### src/verilog/mps_consts.svh
// Constants for the multiphase PWM start-up sequencer
`ifndef MPS_CONSTS_SVH
`define MPS_CONSTS_SVH

`define MPS_CLK_MHZ 40
`define MPS_DAC_W 10
`define MPS_LSB_UV 2500
`define MPS_BOOT_MV 1100
`define MPS_VID_TOP_MV 1500
`define MPS_VID_STEP_UV 12500
`define MPS_SS_RATE_UV_US 2500
`define MPS_VID_RATE_UV_US 5000
`define MPS_BOOT_CYCLES 13
`define MPS_POR_DELAY_US 120
`define MPS_PG_DELAY_MS 7
`define MPS_SETPOINT_RESET 10'h000
`define MPS_SEL_ONE 2'h0
`define MPS_SEL_TWO 2'h1

`define MPS_US_CYCLES (1 * `MPS_CLK_MHZ)
`define MPS_POR_DELAY_CYCLES (`MPS_POR_DELAY_US * `MPS_CLK_MHZ)
`define MPS_PG_DELAY_CYCLES (`MPS_PG_DELAY_MS * 1000 * `MPS_CLK_MHZ)
`define MPS_BOOT_CODE (`MPS_BOOT_MV * 1000 / `MPS_LSB_UV)
`define MPS_TOP_CODE (`MPS_VID_TOP_MV * 1000 / `MPS_LSB_UV)
`define MPS_VID_STEP_CODE (`MPS_VID_STEP_UV / `MPS_LSB_UV)
`define MPS_SS_STEP_CODE (`MPS_SS_RATE_UV_US / `MPS_LSB_UV)
`define MPS_VID_SLEW_CODE (`MPS_VID_RATE_UV_US / `MPS_LSB_UV)

`endif

### src/verilog/mps_pkg.sv
// Types shared by the sequencer and its phase slaves
`include "mps_consts.svh"

package mps_pkg;

	typedef logic [`MPS_DAC_W-1:0] mps_dac_t;

	typedef enum logic [1:0] {MPS_ONE, MPS_TWO, MPS_THREE} mps_mode_t;

	typedef enum logic [2:0] {MPS_IDLE, MPS_PORWAIT, MPS_SOFT, MPS_QUAL, MPS_REG} mps_state_t;

	typedef struct packed {
		logic rampAtComp;
		logic [2:0] slaveAtWindow;
		logic [2:0] zeroCross;
		logic nearBoot;
		logic porOk;
		logic regulatorOnRequest;
		logic diodeEmulationMode;
		logic [1:0] phaseCountSel;
		logic [6:0] voltageIdentifierCode;
	} mps_pins_t;

	typedef struct packed {
		logic [2:0] pwm;
		logic [2:0] lowSideGateDrive;
	} mps_drive_t;

endpackage : mps_pkg

### src/verilog/mps_phase_slave.sv
// One phase slave: PWM latch and low-side gate with diode emulation
`timescale 1ns/100ps

module mps_phase_slave
	import mps_pkg::*;
(
	input wire logic clock,
	input wire logic resetn,
	input wire logic enable,
	input wire logic phaseClock,
	input wire logic atWindow,
	input wire logic zeroCross,
	input wire logic diodeEmulationMode,
	output logic pwm_q,
	output logic lowGate_q
);

	logic pwm_d;
	logic cut_d;
	logic cut_q;

	// Clock pulse wins over a window trip in the same cycle
	always_comb begin
		if (!enable) begin
			pwm_d = 1'b0;
		end else if (phaseClock) begin
			pwm_d = 1'b1;
		end else if (atWindow) begin
			pwm_d = 1'b0;
		end else begin
			pwm_d = pwm_q;
		end
	end

	always_comb begin
		if (!enable || !diodeEmulationMode || phaseClock) begin
			cut_d = 1'b0;
		end else if (zeroCross && !pwm_d) begin
			cut_d = 1'b1;
		end else begin
			cut_d = cut_q;
		end
	end

	always_ff @(posedge clock or negedge resetn) begin
		if (!resetn) begin
			pwm_q <= 1'b0;
			cut_q <= 1'b0;
			lowGate_q <= 1'b0;
		end else begin
			pwm_q <= pwm_d;
			cut_q <= cut_d;
			// Never overlap the high side; stay off once current has reached zero
			lowGate_q <= enable && !pwm_d && !cut_d;
		end
	end
endmodule : mps_phase_slave

### src/verilog/mps_sequencer_top.sv
// Master clock, phase sequencer and start-up sequencer of the multiphase buck
`timescale 1ns/100ps

module mps_sequencer_top
	import mps_pkg::*;
#(
	parameter logic [12:0] PorDelayCycles = 13'(`MPS_POR_DELAY_CYCLES),
	parameter logic [18:0] PgDelayCycles = 19'(`MPS_PG_DELAY_CYCLES)
)
(
	input wire logic clock,
	input wire logic resetn,
	input mps_pins_t pins,
	output logic masterClockPulse,
	output logic rampReset,
	output logic [2:0] phaseClock,
	output mps_drive_t drive,
	output mps_dac_t setpoint,
	output logic clockEnableN,
	output logic powerGoodOut
);

	// ********************************************
	// Input synchronisers
	// ********************************************

	mps_pins_t syncA_q;
	mps_pins_t syncB_q;

	always_ff @(posedge clock or negedge resetn) begin
		if (!resetn) begin
			syncA_q <= '0;
			syncB_q <= '0;
		end else begin
			syncA_q <= pins;
			syncB_q <= syncA_q;
		end
	end

	// ********************************************
	// Helpers
	// ********************************************

	function automatic mps_mode_t decodeMode(input logic [1:0] sel);
		if (sel == `MPS_SEL_ONE) begin
			decodeMode = MPS_ONE;
		end else if (sel == `MPS_SEL_TWO) begin
			decodeMode = MPS_TWO;
		end else begin
			decodeMode = MPS_THREE;
		end
	endfunction : decodeMode

	function automatic logic [1:0] nextIdx(input logic [1:0] idx, input mps_mode_t mode);
		logic [1:0] last;
		last = (mode == MPS_ONE) ? 2'h0 : ((mode == MPS_TWO) ? 2'h1 : 2'h2);
		nextIdx = (idx >= last) ? 2'h0 : 2'(idx + 2'h1);
	endfunction : nextIdx

	// Moves toward a target by at most one step, never overshooting
	function automatic mps_dac_t stepToward(input mps_dac_t cur, input mps_dac_t tgt,
		input mps_dac_t step);
		if (cur + step <= tgt && cur < tgt) begin
			stepToward = mps_dac_t'(cur + step);
		end else if (cur < tgt) begin
			stepToward = tgt;
		end else if (cur >= tgt + step && cur > tgt) begin
			stepToward = mps_dac_t'(cur - step);
		end else begin
			stepToward = tgt;
		end
	endfunction : stepToward

	function automatic mps_dac_t vidTarget(input logic [6:0] code);
		vidTarget = mps_dac_t'(`MPS_TOP_CODE - code * `MPS_VID_STEP_CODE);
	endfunction : vidTarget

	// ********************************************
	// Start-up state machine
	// ********************************************

	mps_state_t state_q;
	mps_state_t state_d;
	logic [12:0] porAge_q;
	logic [5:0] usCnt_q;
	logic usTick;
	logic [3:0] qualCnt_q;
	logic [18:0] pgCnt_q;
	mps_dac_t setpoint_q;
	logic clkEnN_q;
	logic powerGood_q;
	logic startOk;
	logic running;
	logic fire;

	assign startOk = syncB_q.porOk && syncB_q.regulatorOnRequest;
	assign running = (state_q == MPS_SOFT) || (state_q == MPS_QUAL) || (state_q == MPS_REG);
	assign usTick = (usCnt_q == 6'(`MPS_US_CYCLES - 1));

	always_comb begin
		state_d = state_q;
		case (state_q)
			MPS_IDLE: begin
				if (startOk) begin
					state_d = MPS_PORWAIT;
				end
			end
			MPS_PORWAIT: begin
				if (porAge_q == PorDelayCycles) begin
					state_d = MPS_SOFT;
				end
			end
			MPS_SOFT: begin
				if (setpoint_q == mps_dac_t'(`MPS_BOOT_CODE)) begin
					state_d = MPS_QUAL;
				end
			end
			MPS_QUAL: begin
				if (qualCnt_q == 4'(`MPS_BOOT_CYCLES)) begin
					state_d = MPS_REG;
				end
			end
			default: begin
				state_d = state_q;
			end
		endcase
		if (!startOk) begin
			state_d = MPS_IDLE;
		end
	end

	always_ff @(posedge clock or negedge resetn) begin
		if (!resetn) begin
			state_q <= MPS_IDLE;
		end else begin
			state_q <= state_d;
		end
	end

	// Age since the supply became good, saturating at the start delay
	always_ff @(posedge clock or negedge resetn) begin
		if (!resetn) begin
			porAge_q <= '0;
		end else if (!syncB_q.porOk) begin
			porAge_q <= '0;
		end else if (porAge_q != PorDelayCycles) begin
			porAge_q <= 13'(porAge_q + 13'h1);
		end
	end

	always_ff @(posedge clock or negedge resetn) begin
		if (!resetn) begin
			usCnt_q <= '0;
		end else if (!running || usTick) begin
			usCnt_q <= '0;
		end else begin
			usCnt_q <= 6'(usCnt_q + 6'h1);
		end
	end

	always_ff @(posedge clock or negedge resetn) begin
		if (!resetn) begin
			setpoint_q <= `MPS_SETPOINT_RESET;
		end else if (!running) begin
			setpoint_q <= `MPS_SETPOINT_RESET;
		end else if (usTick && state_q == MPS_SOFT) begin
			setpoint_q <= stepToward(setpoint_q, mps_dac_t'(`MPS_BOOT_CODE),
				mps_dac_t'(`MPS_SS_STEP_CODE));
		end else if (usTick && state_q == MPS_REG) begin
			setpoint_q <= stepToward(setpoint_q, vidTarget(syncB_q.voltageIdentifierCode),
				mps_dac_t'(`MPS_VID_SLEW_CODE));
		end
	end

	// A cycle outside the band restarts the count; only consecutive cycles qualify
	always_ff @(posedge clock or negedge resetn) begin
		if (!resetn) begin
			qualCnt_q <= '0;
		end else if (state_q != MPS_QUAL) begin
			qualCnt_q <= '0;
		end else if (fire) begin
			qualCnt_q <= syncB_q.nearBoot ? 4'(qualCnt_q + 4'h1) : 4'h0;
		end
	end

	always_ff @(posedge clock or negedge resetn) begin
		if (!resetn) begin
			clkEnN_q <= 1'b1;
		end else begin
			clkEnN_q <= (state_d != MPS_REG);
		end
	end

	always_ff @(posedge clock or negedge resetn) begin
		if (!resetn) begin
			pgCnt_q <= '0;
			powerGood_q <= 1'b0;
		end else begin
			if (state_d == MPS_IDLE) begin
				pgCnt_q <= '0;
			end else if (pgCnt_q != PgDelayCycles) begin
				pgCnt_q <= 19'(pgCnt_q + 19'h1);
			end
			powerGood_q <= (state_d == MPS_REG) && (pgCnt_q == PgDelayCycles);
		end
	end

	// ********************************************
	// Master clock and phase sequencer
	// ********************************************

	logic rampLast_q;
	logic masterPulse_q;
	logic rampReset_q;
	logic [2:0] phaseClock_q;
	logic [1:0] seqIdx_q;
	logic [1:0] idxNow;
	mps_mode_t modeNow;
	mps_mode_t modeLast_q;
	mps_mode_t issueMode_q;
	logic modeRestart;

	assign modeNow = decodeMode(syncB_q.phaseCountSel);
	assign fire = syncB_q.rampAtComp && !rampLast_q && running;
	assign modeRestart = (modeNow != modeLast_q) || !running;
	assign idxNow = modeRestart ? 2'h0 : seqIdx_q;

	always_ff @(posedge clock or negedge resetn) begin
		if (!resetn) begin
			rampLast_q <= 1'b0;
			modeLast_q <= MPS_ONE;
			seqIdx_q <= '0;
		end else begin
			rampLast_q <= syncB_q.rampAtComp;
			modeLast_q <= modeNow;
			seqIdx_q <= fire ? nextIdx(idxNow, modeNow) : idxNow;
		end
	end

	always_ff @(posedge clock or negedge resetn) begin
		if (!resetn) begin
			masterPulse_q <= 1'b0;
			rampReset_q <= 1'b0;
			phaseClock_q <= '0;
			issueMode_q <= MPS_ONE;
		end else begin
			masterPulse_q <= fire;
			rampReset_q <= fire;
			phaseClock_q <= fire ? 3'(3'h1 << idxNow) : 3'h0;
			if (fire) begin
				issueMode_q <= modeNow;
			end
		end
	end

	// ********************************************
	// Phase slaves
	// ********************************************

	logic [2:0] pwmQ;
	logic [2:0] lowGateQ;

	for (genvar i = 0; i < 3; i++) begin : gPhase
		mps_phase_slave uSlave (
			.clock(clock),
			.resetn(resetn),
			.enable(running),
			.phaseClock(phaseClock_q[i]),
			.atWindow(syncB_q.slaveAtWindow[i]),
			.zeroCross(syncB_q.zeroCross[i]),
			.diodeEmulationMode(syncB_q.diodeEmulationMode),
			.pwm_q(pwmQ[i]),
			.lowGate_q(lowGateQ[i])
		);
	end

	assign masterClockPulse = masterPulse_q;
	assign rampReset = rampReset_q;
	assign phaseClock = phaseClock_q;
	assign drive = '{pwm: pwmQ, lowSideGateDrive: lowGateQ};
	assign setpoint = setpoint_q;
	assign clockEnableN = clkEnN_q;
	assign powerGoodOut = powerGood_q;

	// ********************************************
	// Checks
	// ********************************************

	logic [2:0] lastHit_q;
	logic restartSeen_q;

	// Remembers the last phase hit; cleared when the rotation restarts
	always_ff @(posedge clock or negedge resetn) begin
		if (!resetn) begin
			lastHit_q <= '0;
			restartSeen_q <= 1'b1;
		end else begin
			restartSeen_q <= modeRestart;
			if (phaseClock_q != 3'h0) begin
				lastHit_q <= phaseClock_q;
			end else if (restartSeen_q) begin
				lastHit_q <= '0;
			end
		end
	end
endmodule : mps_sequencer_top

### config.mk
export PLATFORM = sky130hd
export DESIGN_NAME = mps_sequencer_top
export DESIGN_NICKNAME = d
export VERILOG_FILES = /design/src/verilog/mps_pkg.sv /design/src/verilog/mps_phase_slave.sv /design/src/verilog/mps_sequencer_top.sv
export VERILOG_INCLUDE_DIRS = /design/src /design/src/verilog
export SDC_FILE = /design/constraint.sdc
export NUM_CORES = 1
export LEC_CHECK = 0
export BUFFER_PORTS_ARGS = -buffer_cell sky130_fd_sc_hd__buf_2
export CAP_MARGIN = 20
export CORE_MARGIN = 8
export CORE_UTILIZATION = 30
export DETAILED_ROUTE_END_ITERATION = 10
export SLEW_MARGIN = 20
export SYNTH_ARGS = -nofsm -noshare
export SYNTH_HDL_FRONTEND = slang
export SYNTH_SLANG_ARGS = --single-unit
export TNS_END_PERCENT = 1
### constraint.sdc
create_clock -name clock -period 12 [get_ports clock]
set_input_delay 1.2 -clock clock [delete_from_list [all_inputs] [get_ports clock]]
set_output_delay 1.2 -clock clock [all_outputs]
set_load 0.02 [all_outputs]
Word-level counts from Yosys, hierarchy flattened

Index checks and enable logic that the tools add are counted.

Register bits: 115
Bits of input ports: 22
Output and inout port bits: 23
Word-level logic and storage cells: 168

Add/sub/neg operators: 11
$mul: 1
Magnitude comparators: 9
Equal/unequal tests: 19
Shift operators: 1
Mux-type cells: 45
Reductions and logical operators: 42

Operators with widths:

| kind                    | number |
|---|---|
| $mux W10                | 9 |
| $mux W19                | 2 |
| $mux W13                | 2 |
| $add A10 B2 Y10 const B | 2 |
| $add A19 B1 Y19 const B | 1 |
| $eq A19 B19 Y1 const B  | 1 |
| $logic_and A1 B1 Y1     | 19 |
| $ne A19 B19 Y1 const B  | 1 |
| $mux W1                 | 15 |
| $mux W3                 | 5 |
| $mux W2                 | 7 |
| $add A13 B1 Y13 const B | 1 |
| $eq A13 B13 Y1 const B  | 1 |
| $ne A13 B13 Y1 const B  | 1 |
| $mux W4                 | 3 |
| $pmux W3 S4             | 1 |
| $add A10 B1 Y10 const B | 1 |
| $eq A10 B9 Y1 const B   | 1 |
| $ge A10 B10 Y1          | 1 |
| $ge A10 B9 Y1 const B   | 1 |
| $gt A10 B10 Y1          | 1 |
| $gt A10 B9 Y1 const B   | 1 |
| $le A10 B10 Y1          | 1 |
| $le A10 B9 Y1 const B   | 1 |
| 27 further kinds        | 49 |

Longest topological paths before layout

Gate-level depths: netlist of the first run.

Depth after elaboration: 11
Depth in mapped cells: 21
Mapped depth without buffers: 21

Cells and area by module

From an unflattened synthesis of the first run, not the netlist that was laid out.

Cell total of the unflattened synthesis: 716
Area, all modules: 6854.1 µm²

Modules (own cells, without submodules):

| module            | instances | cells an instance | area an instance (µm²) | sequential area each (µm²) |
|---|---|---|---|---|
| mps_sequencer_top | 1         | 686               | 6452.4                 | 2653.8 |
| mps_phase_slave   | 3         | 10                | 133.9                  | 75.1 |

Least setup slack after synthesis of the first run

OpenSTA, ideal clock, no wires.

Kind: register -> register
Start: register syncB_q[0] (netlist bit)
End: register setpoint_q[3], in the netlist setpoint[3]
Setup time: 0.122 ns
Arrival time: 4.415 ns
Data required time: 11.878 ns
Slack: 7.464 ns
Stages on the path, launching flop included: 20
Buffers on the path: 0
Clock period less this slack: 4.536 ns
Path through: dfrtp_1 > ha_1 > inv_1 > fa_1 > ha_1 > nor2b_2 > o211a_1 > o31ai_1 > a21boi_0 > nor2_1 > xnor2_1 > ha_1 > and2_0 > nand4_1 > o21bai_1 > a2bb2oi_2 > o211a_1 > a21oi_2 > nand2_1 > a32o_1

Word-level cells in the longest chain between the ends: 11
Elaborated cells between the ends (all ways): 15
Classes of those cells: add/sub: 2; mul: 1; order compare: 4; mux: 6; reduce/logical: 2

Ends and longest elaborated chain:

| what                           | line                     | source |
|---|---|---|
| start: declaration             | mps_sequencer_top.sv:28  | `mps_pins_t syncB_q;` |
| start signal: assignment       | mps_sequencer_top.sv:36  | `syncB_q <= syncA_q;` |
| $mul A7 B3 Y10 (no line) (*)   | n/a                      |  |
| $sub A10 B10 Y10 (no line) (*) | n/a                      |  |
| $add A10 B2 Y10                | mps_sequencer_top.sv:67  | `end else if (cur >= tgt + step && cur > tgt) begin` |
| $ge A10 B10 Y1                 | mps_sequencer_top.sv:67  |  |
| $logic_and A1 B1 Y1            | mps_sequencer_top.sv:67  |  |
| $mux W10                       | mps_sequencer_top.sv:67  |  |
| $mux W10                       | mps_sequencer_top.sv:65  | `end else if (cur < tgt) begin` |
| $mux W10 (*)                   | mps_sequencer_top.sv:63  | `if (cur + step <= tgt && cur < tgt) begin` |
| $mux W10 (*)                   | mps_sequencer_top.sv:169 | `end else if (usTick && state_q == MPS_REG) begin` |
| $mux W10 (*)                   | mps_sequencer_top.sv:166 | `end else if (usTick && state_q == MPS_SOFT) begin` |
| $mux W10 (*)                   | mps_sequencer_top.sv:164 | `end else if (!running) begin` |
| end signal: assignment         | mps_sequencer_top.sv:165 | `` setpoint_q <= `MPS_SETPOINT_RESET; `` |
| end signal: assignment         | mps_sequencer_top.sv:167 | `` setpoint_q <= stepToward(setpoint_q, mps_dac_t'(`MPS_BOOT_CODE), `` |
| end signal: assignment         | mps_sequencer_top.sv:170 | `setpoint_q <= stepToward(setpoint_q, vidTarget(syncB_q.voltageIdentifierCode),` |
| end: declaration               | mps_sequencer_top.sv:89  | `mps_dac_t setpoint_q;` |

Every way passes the cells marked *; elsewhere a longest branch is shown, timed or not. The select of a mux whose other input is x is not followed.
A chain may end at the register's enable or synchronous reset.

Worst setup path in the final report of the first run

Ends and elaborated chain as after synthesis.

==> results of run 1 <==
[sequential cells by signal, indices dropped and copies added, names as in the netlist, 2 cells and up]
register	flops
gPhase.uSlave.cut_q	3
gPhase.uSlave.lowGate_q	3
gPhase.uSlave.pwm_q	3
modeLast_q	2
pgCnt_q	19
phaseClock	3
porAge_q	13
qualCnt_q	4
seqIdx_q	2
setpoint	10
state_q	3
syncA_q	20
syncB_q	20
usCnt_q	6
[cell families after synthesis]
group | share of synthesized area [%]
simple gates | 18.8
compound gates | 14.7
flops | 41.5
buf+inv | 4.97
xor+xnor | 8.45
fa+ha+maj | 11.4
mux | 0.288
[per-stage QoR]
stage | worst slack (ps) | total power, mW | instances | util (%)
floorplan | 7460 | 0.495 | 722 | -
global placement | 7080 | 0.532 | 1021 | 32.4
detailed placement | 6870 | 0.533 | 1021 | 32.4
CTS | 6870 | 1.09 | 1053 | 35.2
global route | 6500 | 1.13 | 1053 | 35.2
finish | 6830 | 1.07 | 1053 | 35.2
[cell type report]
cell class	instances	share of cell area (%)
clock inverters	15	2.72
flip-flops and latches	115	36.0
repair buffers	46	2.97
multi-input cells	530	46.5
clock buffers	17	5.31
well taps	285	4.46
inverters	45	2.11
[per-layer routing]
layer	track usage [%]	vias up	routed length [um]	share of wire, %
met4	4.89	0	333	2.1
met3	2.50	26	677	4.3
li1	-	2599	-	-
met2	18.4	115	7230	46
met5	0	-	0	0
met1	14.8	2485	7610	48
[path summary, 6_finish.rpt]
check | startpoint | end | cells after the start
setup reg to reg | syncB_q[0] | setpoint[3] | 19
min in group asynchronous | resetn | syncA_q[3] | 1
hold / removal | syncA_q[9] | syncB_q[9] | 0
hold reg to reg | syncA_q[9] | syncB_q[9] | 0
setup / recovery | syncB_q[0] | setpoint[3] | 19
max in group asynchronous | resetn | phaseClock[2] | 2
[power groups by stage]
stage	logic (mW)	registers [mW]	clock network, mW
after floorplan	0.0886	0.407	0
after global placement	0.124	0.408	0
after detailed placement	0.125	0.409	0
after CTS	0.125	0.402	0.564
after global routing	0.142	0.402	0.581
final	0.125	0.402	0.546
[critical path: stages (launching register included)]
cell and delay, ps:
dfrtp_1 420, ha_1 210, inv_1 70, fa_1 460, ha_1 330, nor2b_2 190, o211a_1 250, o31ai_1 430
a21boi_0 160, nor2_1 140, xnor2_1 160, ha_1 370, and2_0 310, nand4_1 190, o21bai_1 200, a2bb2oi_2 160
o211a_1 300, a21oi_2 320, nand2_1 100, a32o_1 290
[placed cells by master, fill, tap and decap left out, types with 5 or more instances in the layout]
cell         n
a211oi_1     8
a21o_1       8
a21oi_1     36
a31oi_1      7
and2_1      17
and3_1      26
buf_2       43
clkbuf_16   17
dfrtp_1    114
ha_1        59
inv_1       44
inv_6        7
nand2_1     58
nand2b_1     7
nand3_1     36
nand4_1      8
nor2_1      61
nor2b_1      5
nor3_1      15
o21ai_0     24
xnor2_1     44
xor2_1      23
==> qor.yml, run 1 <==
power_and_ir_drop:
  intPower_mw: 0.796
  combPwrFrac_pct: 11.6
  peakVddDrop_mv: 0.0925
  leakage_nw: 3.73
  p_per_area_mw_per_mm2: 134
  switching_share_pct: 25.8
  pwr-share-seq_pct: 37.4
  p_sw_mw: 0.277
  power.share.clock_pct: 50.9
clock_network:
  cts_buffer_depth: 2
  cts_root_buffer: "clkbuf_16"
  tritoncts: "built"
  cts_resized: 0
  cts_hold_buffers: 0
  post_cts_buffers: 0
  cts.sinks: 115
  htree_levels: 4
  numCtsBuffers: 17
  insertion_delay_ps: 410
  clkSlewWorstSetupHoldPaths_ps: 60
timing:
  worst_pin_slew_ps: 893
  hold_viol: 0
  timing.final.crit_share_pct: 43.1
  whs_ps: 339
  rsz0062_at_grt: "false"
  skew_ps: 12.8
  finalSetupViolations: 0
  clock.fmax_ghz: 0.193
  relSlewSlack_pct: 40.5
  setup_tns_ps: 0
  fin_crit_ps: 5170
  slew_viol_final: 0
layout:
  multi_input_area_mm2: 0.00372
  seq_area_mm2: 0.00288
  final_net_count: 838
  area_growth_pct: 15.3
  final_cell_area_mm2: 0.00800
  fill_cells: 2292
  drive_above_1_share_pct: 13.0
  diodes: 0
grt:
  grt_start_max_net_pins: 61
  track_usage_pct: 11.5
  grt_pass1_vias: 5275
  grt_pass1_wl_mm: 26.4
  grt-ovfl-total: 0
  antenna_found_initial: 0
routing:
  vias_per_cell: 4.96
  ant_nets: 0
  wl_per_cell_um: 15.1
  drt-total-wl_mm: 15.9
  drc: 0
  dr.pass1.iters: 4
  drt_iter0_drc: 373
  vias: 5225
placement:
  port_buffers: 44
  hpwl_mm: 11.4
  postPlaceCellArea_mm2: 0.00736
  gp_congestion: 0.878
run_status:
  outcome: "completed"
critical_path:
  critPathLaunchType: "flip-flop"
  crit_type: "flip-flop to flip-flop"
  endpoint_kind: "flip-flop"
  cp.arrival_ps: 5460
  required_ps: 12290
  critPathMaxFanout: 7
  r2r_setup_slack_ps: 6830
die:
  pin_count: 45
  die_w_um: 168
  die-area_mm2: 0.0283
  rows: 55
  die_h_um: 168
  core_mm2: 0.0227
  start_util_pct: 30.6
logic_synthesis:
  synth_top_area_cell: "dfrtp_1"
  synth.most_common_cell: "dfrtp_1"
  netlist_top_cells_area: "dfrtp_1 (41%), ha_1 (11%), xnor2_1 (5.6%)"
  yosysWarnings: 0
  synth.ff_latch_count: 115
  async_flop_share_pct: 100
  syn-instance-count: 722
  synthTopCellsByCount: "dfrtp_1 (114), nor2_1 (61), ha_1 (59)"
  yosysSeqAreaShare_pct: 41.5
  synth_ff_type: "dfrtp_1"
  postSynthAreaPerCell_um2: 9.62
  synth_edf_count: 0
  synth_top_area_share_pct: 41.1
  syn_nets: 805
  synth_cell_types: 79
  netlist_area_mm2: 0.00694
run:
  drv_cap: 0
worst_hold_path:
  holdCritPathClass: "flip-flop to flip-flop"
Note: power is estimated with default switching activity, not from simulation.
==> run 2, diff against run 1 <==
==> constraint.sdc (replaced) <==
create_clock -name clock -period 5.25 [get_ports clock]
set_input_delay 0.525 -clock clock [delete_from_list [all_inputs] [get_ports clock]]
set_output_delay 0.525 -clock clock [all_outputs]
set_load 0.02 [all_outputs]
==> run 2 against run 1 <==
- die area is the same
- sequential share of layout area shrank 0.16 points
- global-route usage is essentially flat
- via count grew 2.7%
- final area grew 0.44%
- sequential power grew 130%
- largest cell class unchanged
- largest power group unchanged
==> qor.yml, run 2 (synthesis results as in run 1) <==
run_status:
  outcome: "completed"
layout:
  top_regs: "syncA_q x20, syncB_q x20, pgCnt_q x19"
  finalNonFillerCells: 1062
  area_growth_pct: 15.8
  final_net_count: 847
  fill_cells: 2314
  final_cell_mix: "dfrtp_1 (114), nor2_1 (61), ha_1 (59), nand2_1 (58)"
  diodes: 0
  layout_commonest_cell: "dfrtp_1"
  drive_above_1_share_pct: 14.2
die:
  core_mm2: 0.0227
  die_w_um: 168
  die-area_mm2: 0.0283
  pin_count: 45
  start_util_pct: 30.6
  die_h_um: 168
  rows: 55
clock_network:
  cts.sinks: 115
  numCtsBuffers: 17
  post_cts_buffers: 0
  cts_resized: 0
  htree_levels: 4
  tritoncts: "built"
  cts_hold_buffers: 0
  clkSlewWorstSetupHoldPaths_ps: 60
  cts_buffer_depth: 2
  cts_root_buffer: "clkbuf_16"
  insertion_delay_ps: 410
critical_path:
  rr_startpoint: "syncB_q[0]"
  critPathLaunchType: "flip-flop"
  max_stage_delay_ps: 460
  r2r_setup_slack_ps: 360
  cp_common_cell: "ha_1"
  ff2ff_path_depth: 19
  cp.arrival_ps: 5180
  crit_type: "flip-flop to flip-flop"
  cp_num_buf_inv: 1
  critPathTopFamily: "compound AO/OA/AOI/OAI gates"
  critPathSlowestCell: "fa_1"
  required_ps: 5550
  critPathMaxFanout: 7
  endpoint_kind: "flip-flop"
  path_cells: "ha_1 -> inv_1 -> fa_1 -> ha_1 -> nor2b_2 -> o211a_1 -> o31ai_2 -> a21boi_0 -> nor2_1 -> xnor2_1 -> ha_1 -> and2_1 -> nand4_1 -> o21bai_1 -> a2bb2oi_2 -> o211a_1 -> a21oi_4 -> nand2_1 -> a32o_1"
  timing.rr.end: "setpoint[3]"
routing:
  dr.pass1.iters: 5
  drc: 0
  vias: 5364
  vias_per_cell: 5.05
  wl_per_cell_um: 15.3
  drt_iter0_drc: 417
  drt-total-wl_mm: 16.3
  ant_nets: 0
power_and_ir_drop:
  peakVddDrop_mv: 0.213
  p_per_area_mw_per_mm2: 297
  leakage_nw: 3.76
  finalPower_mw: 2.38
placement:
  port_buffers: 44
  gp_congestion: 0.881
  dp_slack_ps: 198
  hpwl_mm: 11.8
  dp_cells: 1030
timing:
  setup_tns_ps: 0
  setup_ws_ps: 365
  timing.final.crit_share_pct: 93.1
  worst_pin_slew_ps: 956
  hold_viol: 0
  skew_ps: 6.92
  rsz0062_at_grt: "false"
  relSlewSlack_pct: 36.3
  slew_viol_final: 0
  whs_ps: 220
  fin_crit_ps: 4890
  clock.fmax_ghz: 0.205
  finalSetupViolations: 0
grt:
  grt-ovfl-total: 0
  grt_start_max_net_pins: 76
  track_usage_pct: 11.5
  antenna_found_initial: 0
  grt_pass1_wl_mm: 26.5
  grt_pass1_vias: 5316
worst_hold_path:
  holdCritPathClass: "primary input to flip-flop"
  hold_start: "pins[16]"
  hold_depth: 1
  hold_end: "syncA_q[16]"
run:
  drv_cap: 0
run 2: report_power, final:
part / switching (mW) / leakage, nW / internal, mW / total, mW
Combinational: 0.187 / 1.97 / 0.122 / 0.310
Sequential: 0.0114 / 1.50 / 0.906 / 0.918
Clock: 0.445 / 0.289 / 0.712 / 1.16
run 2: worst max-delay path by stage:
stage          startpoint          end  cells past startpoint
2_1_floorplan  syncB_q[0]  setpoint[3]                     19
3_3_place_gp   syncB_q[0]  setpoint[3]                     19
3_5_place_dp   syncB_q[0]  setpoint[3]                     19
4_1_cts        syncB_q[0]  setpoint[3]                     19
5_1_grt        syncB_q[0]  setpoint[3]                     19
6_report       syncB_q[0]  setpoint[3]                     19
run 2: worst register-to-register path, stage by stage (launching register included):
cell and delay [ps]:
dfrtp_1 420, ha_1 210, inv_1 70, fa_1 460, ha_1 320, nor2b_2 180
o211a_1 260, o31ai_2 300, a21boi_0 140, nor2_1 130, xnor2_1 180, ha_1 390
and2_1 270, nand4_1 160, o21bai_1 200, a2bb2oi_2 160, o211a_1 320, a21oi_4 260
nand2_1 90, a32o_1 250
run 2: final cells by class:
cell class / instances / area (um^2) / share of cell area [%]
clock inverters: 15 / 173 / 2.15
inverters: 45 / 169 / 2.10
flip-flops and latches: 115 / 2880 / 35.8
clock buffers: 17 / 425 / 5.29
multi-input cells: 530 / 3730 / 46.4
well taps: 285 / 357 / 4.44
repair buffers: 55 / 305 / 3.80
run 2: per-layer routing:
metal,GRT usage [%],vias up,share of wire [%]
met4,6.41,0,3.0
met2,17.9,171,46
met1,14.7,2540,46
met5,0,-,0
li1,-,2613,-
met3,2.57,40,5.4
run 2: per-stage QoR:
| step | cell area [um^2] | util [%] |
|---|---|---|
| after global routing | 8040 | 35.4 |
| final | 8040 | 35.4 |
| after floorplan | 6940 | - |
| after detailed placement | 7430 | 32.7 |
| after global placement | 7430 | 32.7 |
| after CTS | 8030 | 35.3 |
==> run 3, diff against run 2 <==
--- a/config.mk
+++ b/config.mk
@@ -9,8 +9,9 @@
 export BUFFER_PORTS_ARGS = -buffer_cell sky130_fd_sc_hd__buf_2
 export CAP_MARGIN = 20
 export CORE_MARGIN = 8
-export CORE_UTILIZATION = 30
+export CORE_UTILIZATION = 61
 export DETAILED_ROUTE_END_ITERATION = 10
+export PLACE_DENSITY = 0.8
 export SLEW_MARGIN = 20
 export SYNTH_ARGS = -nofsm -noshare
 export SYNTH_HDL_FRONTEND = slang
==> run 3 against run 2 <==
- worst setup slack lost 30 ps
- first-iteration DRC count grew 2.4%
- clock power grew 7%
- global-route usage grew 12 points
- sequential power is essentially flat
- critical endpoint unchanged
- sequential share of layout area grew 0.70 points
- critical path depth is the same
- cell count shrank 14%
- via count grew 2.6%
==> qor.yml, run 3 (synthesis results as in run 1) <==
placement:
  postPlaceCellArea_mm2: 0.00723
  hpwl_mm: 11.5
  port_buffers: 44
  dp_slack_ps: 212
  gp_congestion: 0.907
critical_path:
  cp.arrival_ps: 5200
  rr_startpoint: "syncB_q[0]"
  crit_type: "flip-flop to flip-flop"
  cp_common_cell: "ha_1"
  critPathMaxFanout: 7
  critPathLaunchType: "flip-flop"
  critPathSlowestCell: "fa_1"
  max_stage_delay_ps: 450
  endpoint_kind: "flip-flop"
  timing.rr.end: "setpoint[3]"
  path_cells: "ha_1 -> inv_1 -> fa_1 -> ha_1 -> nor2b_2 -> o211a_1 -> o31ai_2 -> a21boi_0 -> nor2_1 -> xnor2_1 -> ha_1 -> and2_0 -> nand4_1 -> o21bai_1 -> a2bb2oi_2 -> o211a_1 -> a21oi_4 -> nand2_1 -> a32o_1"
  ff2ff_path_depth: 19
  r2r_setup_slack_ps: 330
  required_ps: 5530
grt:
  grt_pass1_wl_mm: 27.4
  track_usage_pct: 23.1
  grt-ovfl-total: 0
  grt_pass1_vias: 5700
  grt_start_max_net_pins: 83
  antenna_found_initial: 0
clock_network:
  insertion_delay_ps: 400
  clkSlewWorstSetupHoldPaths_ps: 50
  cts_buffer_depth: 2
  numCtsBuffers: 17
  tritoncts: "built"
  post_cts_buffers: 0
  cts_root_buffer: "clkbuf_16"
  cts_resized: 0
  htree_levels: 4
  cts_hold_buffers: 0
  cts.sinks: 115
timing:
  finalSetupViolations: 0
  clock.fmax_ghz: 0.203
  setup_tns_ps: 0
  fin_crit_ps: 4920
  hold_viol: 0
  rsz0062_at_grt: "false"
  relSlewSlack_pct: 42.7
  worst_pin_slew_ps: 859
  setup_ws_ps: 335
  skew_ps: 9.70
  slew_viol_final: 0
  timing.final.crit_share_pct: 93.6
routing:
  drt-total-wl_mm: 16.5
  drt_iter0_drc: 427
  vias: 5502
  dr.pass1.iters: 5
  drc: 0
  ant_nets: 0
  vias_per_cell: 6.01
  wl_per_cell_um: 18.0
layout:
  final_net_count: 844
  diodes: 0
  area_growth_pct: 13.6
  top_regs: "syncA_q x20, syncB_q x20, pgCnt_q x19"
  final_cell_area_mm2: 0.00789
  final_cell_mix: "dfrtp_1 (114), nor2_1 (61), ha_1 (59), nand2_1 (58)"
  utilization_pct: 70.0
  fill_cells: 825
  layout_commonest_cell: "dfrtp_1"
  drive_above_1_share_pct: 13.5
run_status:
  outcome: "completed"
die:
  die_w_um: 123
  rows: 39
  die-area_mm2: 0.0151
  die_h_um: 123
  core_mm2: 0.0113
  pin_count: 45
  start_util_pct: 61.6
power_and_ir_drop:
  switching_share_pct: 23.6
  p_sw_mw: 0.583
  pwr-share-seq_pct: 37.2
  leakage_nw: 3.76
  intPower_mw: 1.89
  peakVddDrop_mv: 0.294
  combPwrFrac_pct: 12.5
  power.share.clock_pct: 50.3
  p_per_area_mw_per_mm2: 314
worst_hold_path:
  holdCritPathClass: "primary input to asynchronous set/reset pin"
run:
  drv_cap: 0
[run 3: power by group through the flow]
stage               clock network, mW  registers [mW]  logic [mW]
detailed placement                  0           0.934       0.306
CTS                              1.26           0.920       0.308
global placement                    0           0.933       0.294
floorplan                           0           0.930       0.202
global route                     1.30           0.922       0.347
finish                           1.24           0.920       0.310
[run 3: routing by layer]
layer  share of wire, %  track usage [%]  wire length [um]
met1                 41             28.6              6830
met2                 50             38.2              8260
met3                5.9             4.78               970
met4                2.5             9.98               407
met5                  0                0                 0
[run 3: worst max-delay path by stage]
stage	from	end	slack, ps	cells after the start
floorplan	syncB_q[0]	setpoint[3]	710	19
global placement	syncB_q[0]	setpoint[3]	390	19
detailed placement	syncB_q[0]	setpoint[3]	210	19
CTS	syncB_q[0]	setpoint[3]	190	19
global route	syncB_q[0]	setpoint[3]	70	19
finish	syncB_q[0]	setpoint[3]	330	19
[run 3: worst max-delay path, delay by kind of cell, from the launching register on]
kind | cells | cell delay, ps
flops | 1 | 430
simple gates | 5 | 880
compound gates | 8 | 1890
xor+xnor | 1 | 150
fa+ha+maj | 4 | 1360
buf+inv | 1 | 70
[run 3: final cells by class]
class / instances / area, um^2 / share of cell area [%]
well taps: 143 / 179 / 2.27
repair buffers: 52 / 287 / 3.63
multi-input cells: 530 / 3730 / 47.3
clock inverters: 10 / 180 / 2.28
flip-flops and latches: 115 / 2880 / 36.5
clock buffers: 21 / 460 / 5.84
inverters: 45 / 169 / 2.14
[run 3: through the flow]
stage,std cells,power (mW),hold WS (ps)
global route,916,2.57,208
global placement,885,1.23,332
detailed placement,885,1.24,335
CTS,916,2.49,215
finish,916,2.47,158
floorplan,722,1.13,229
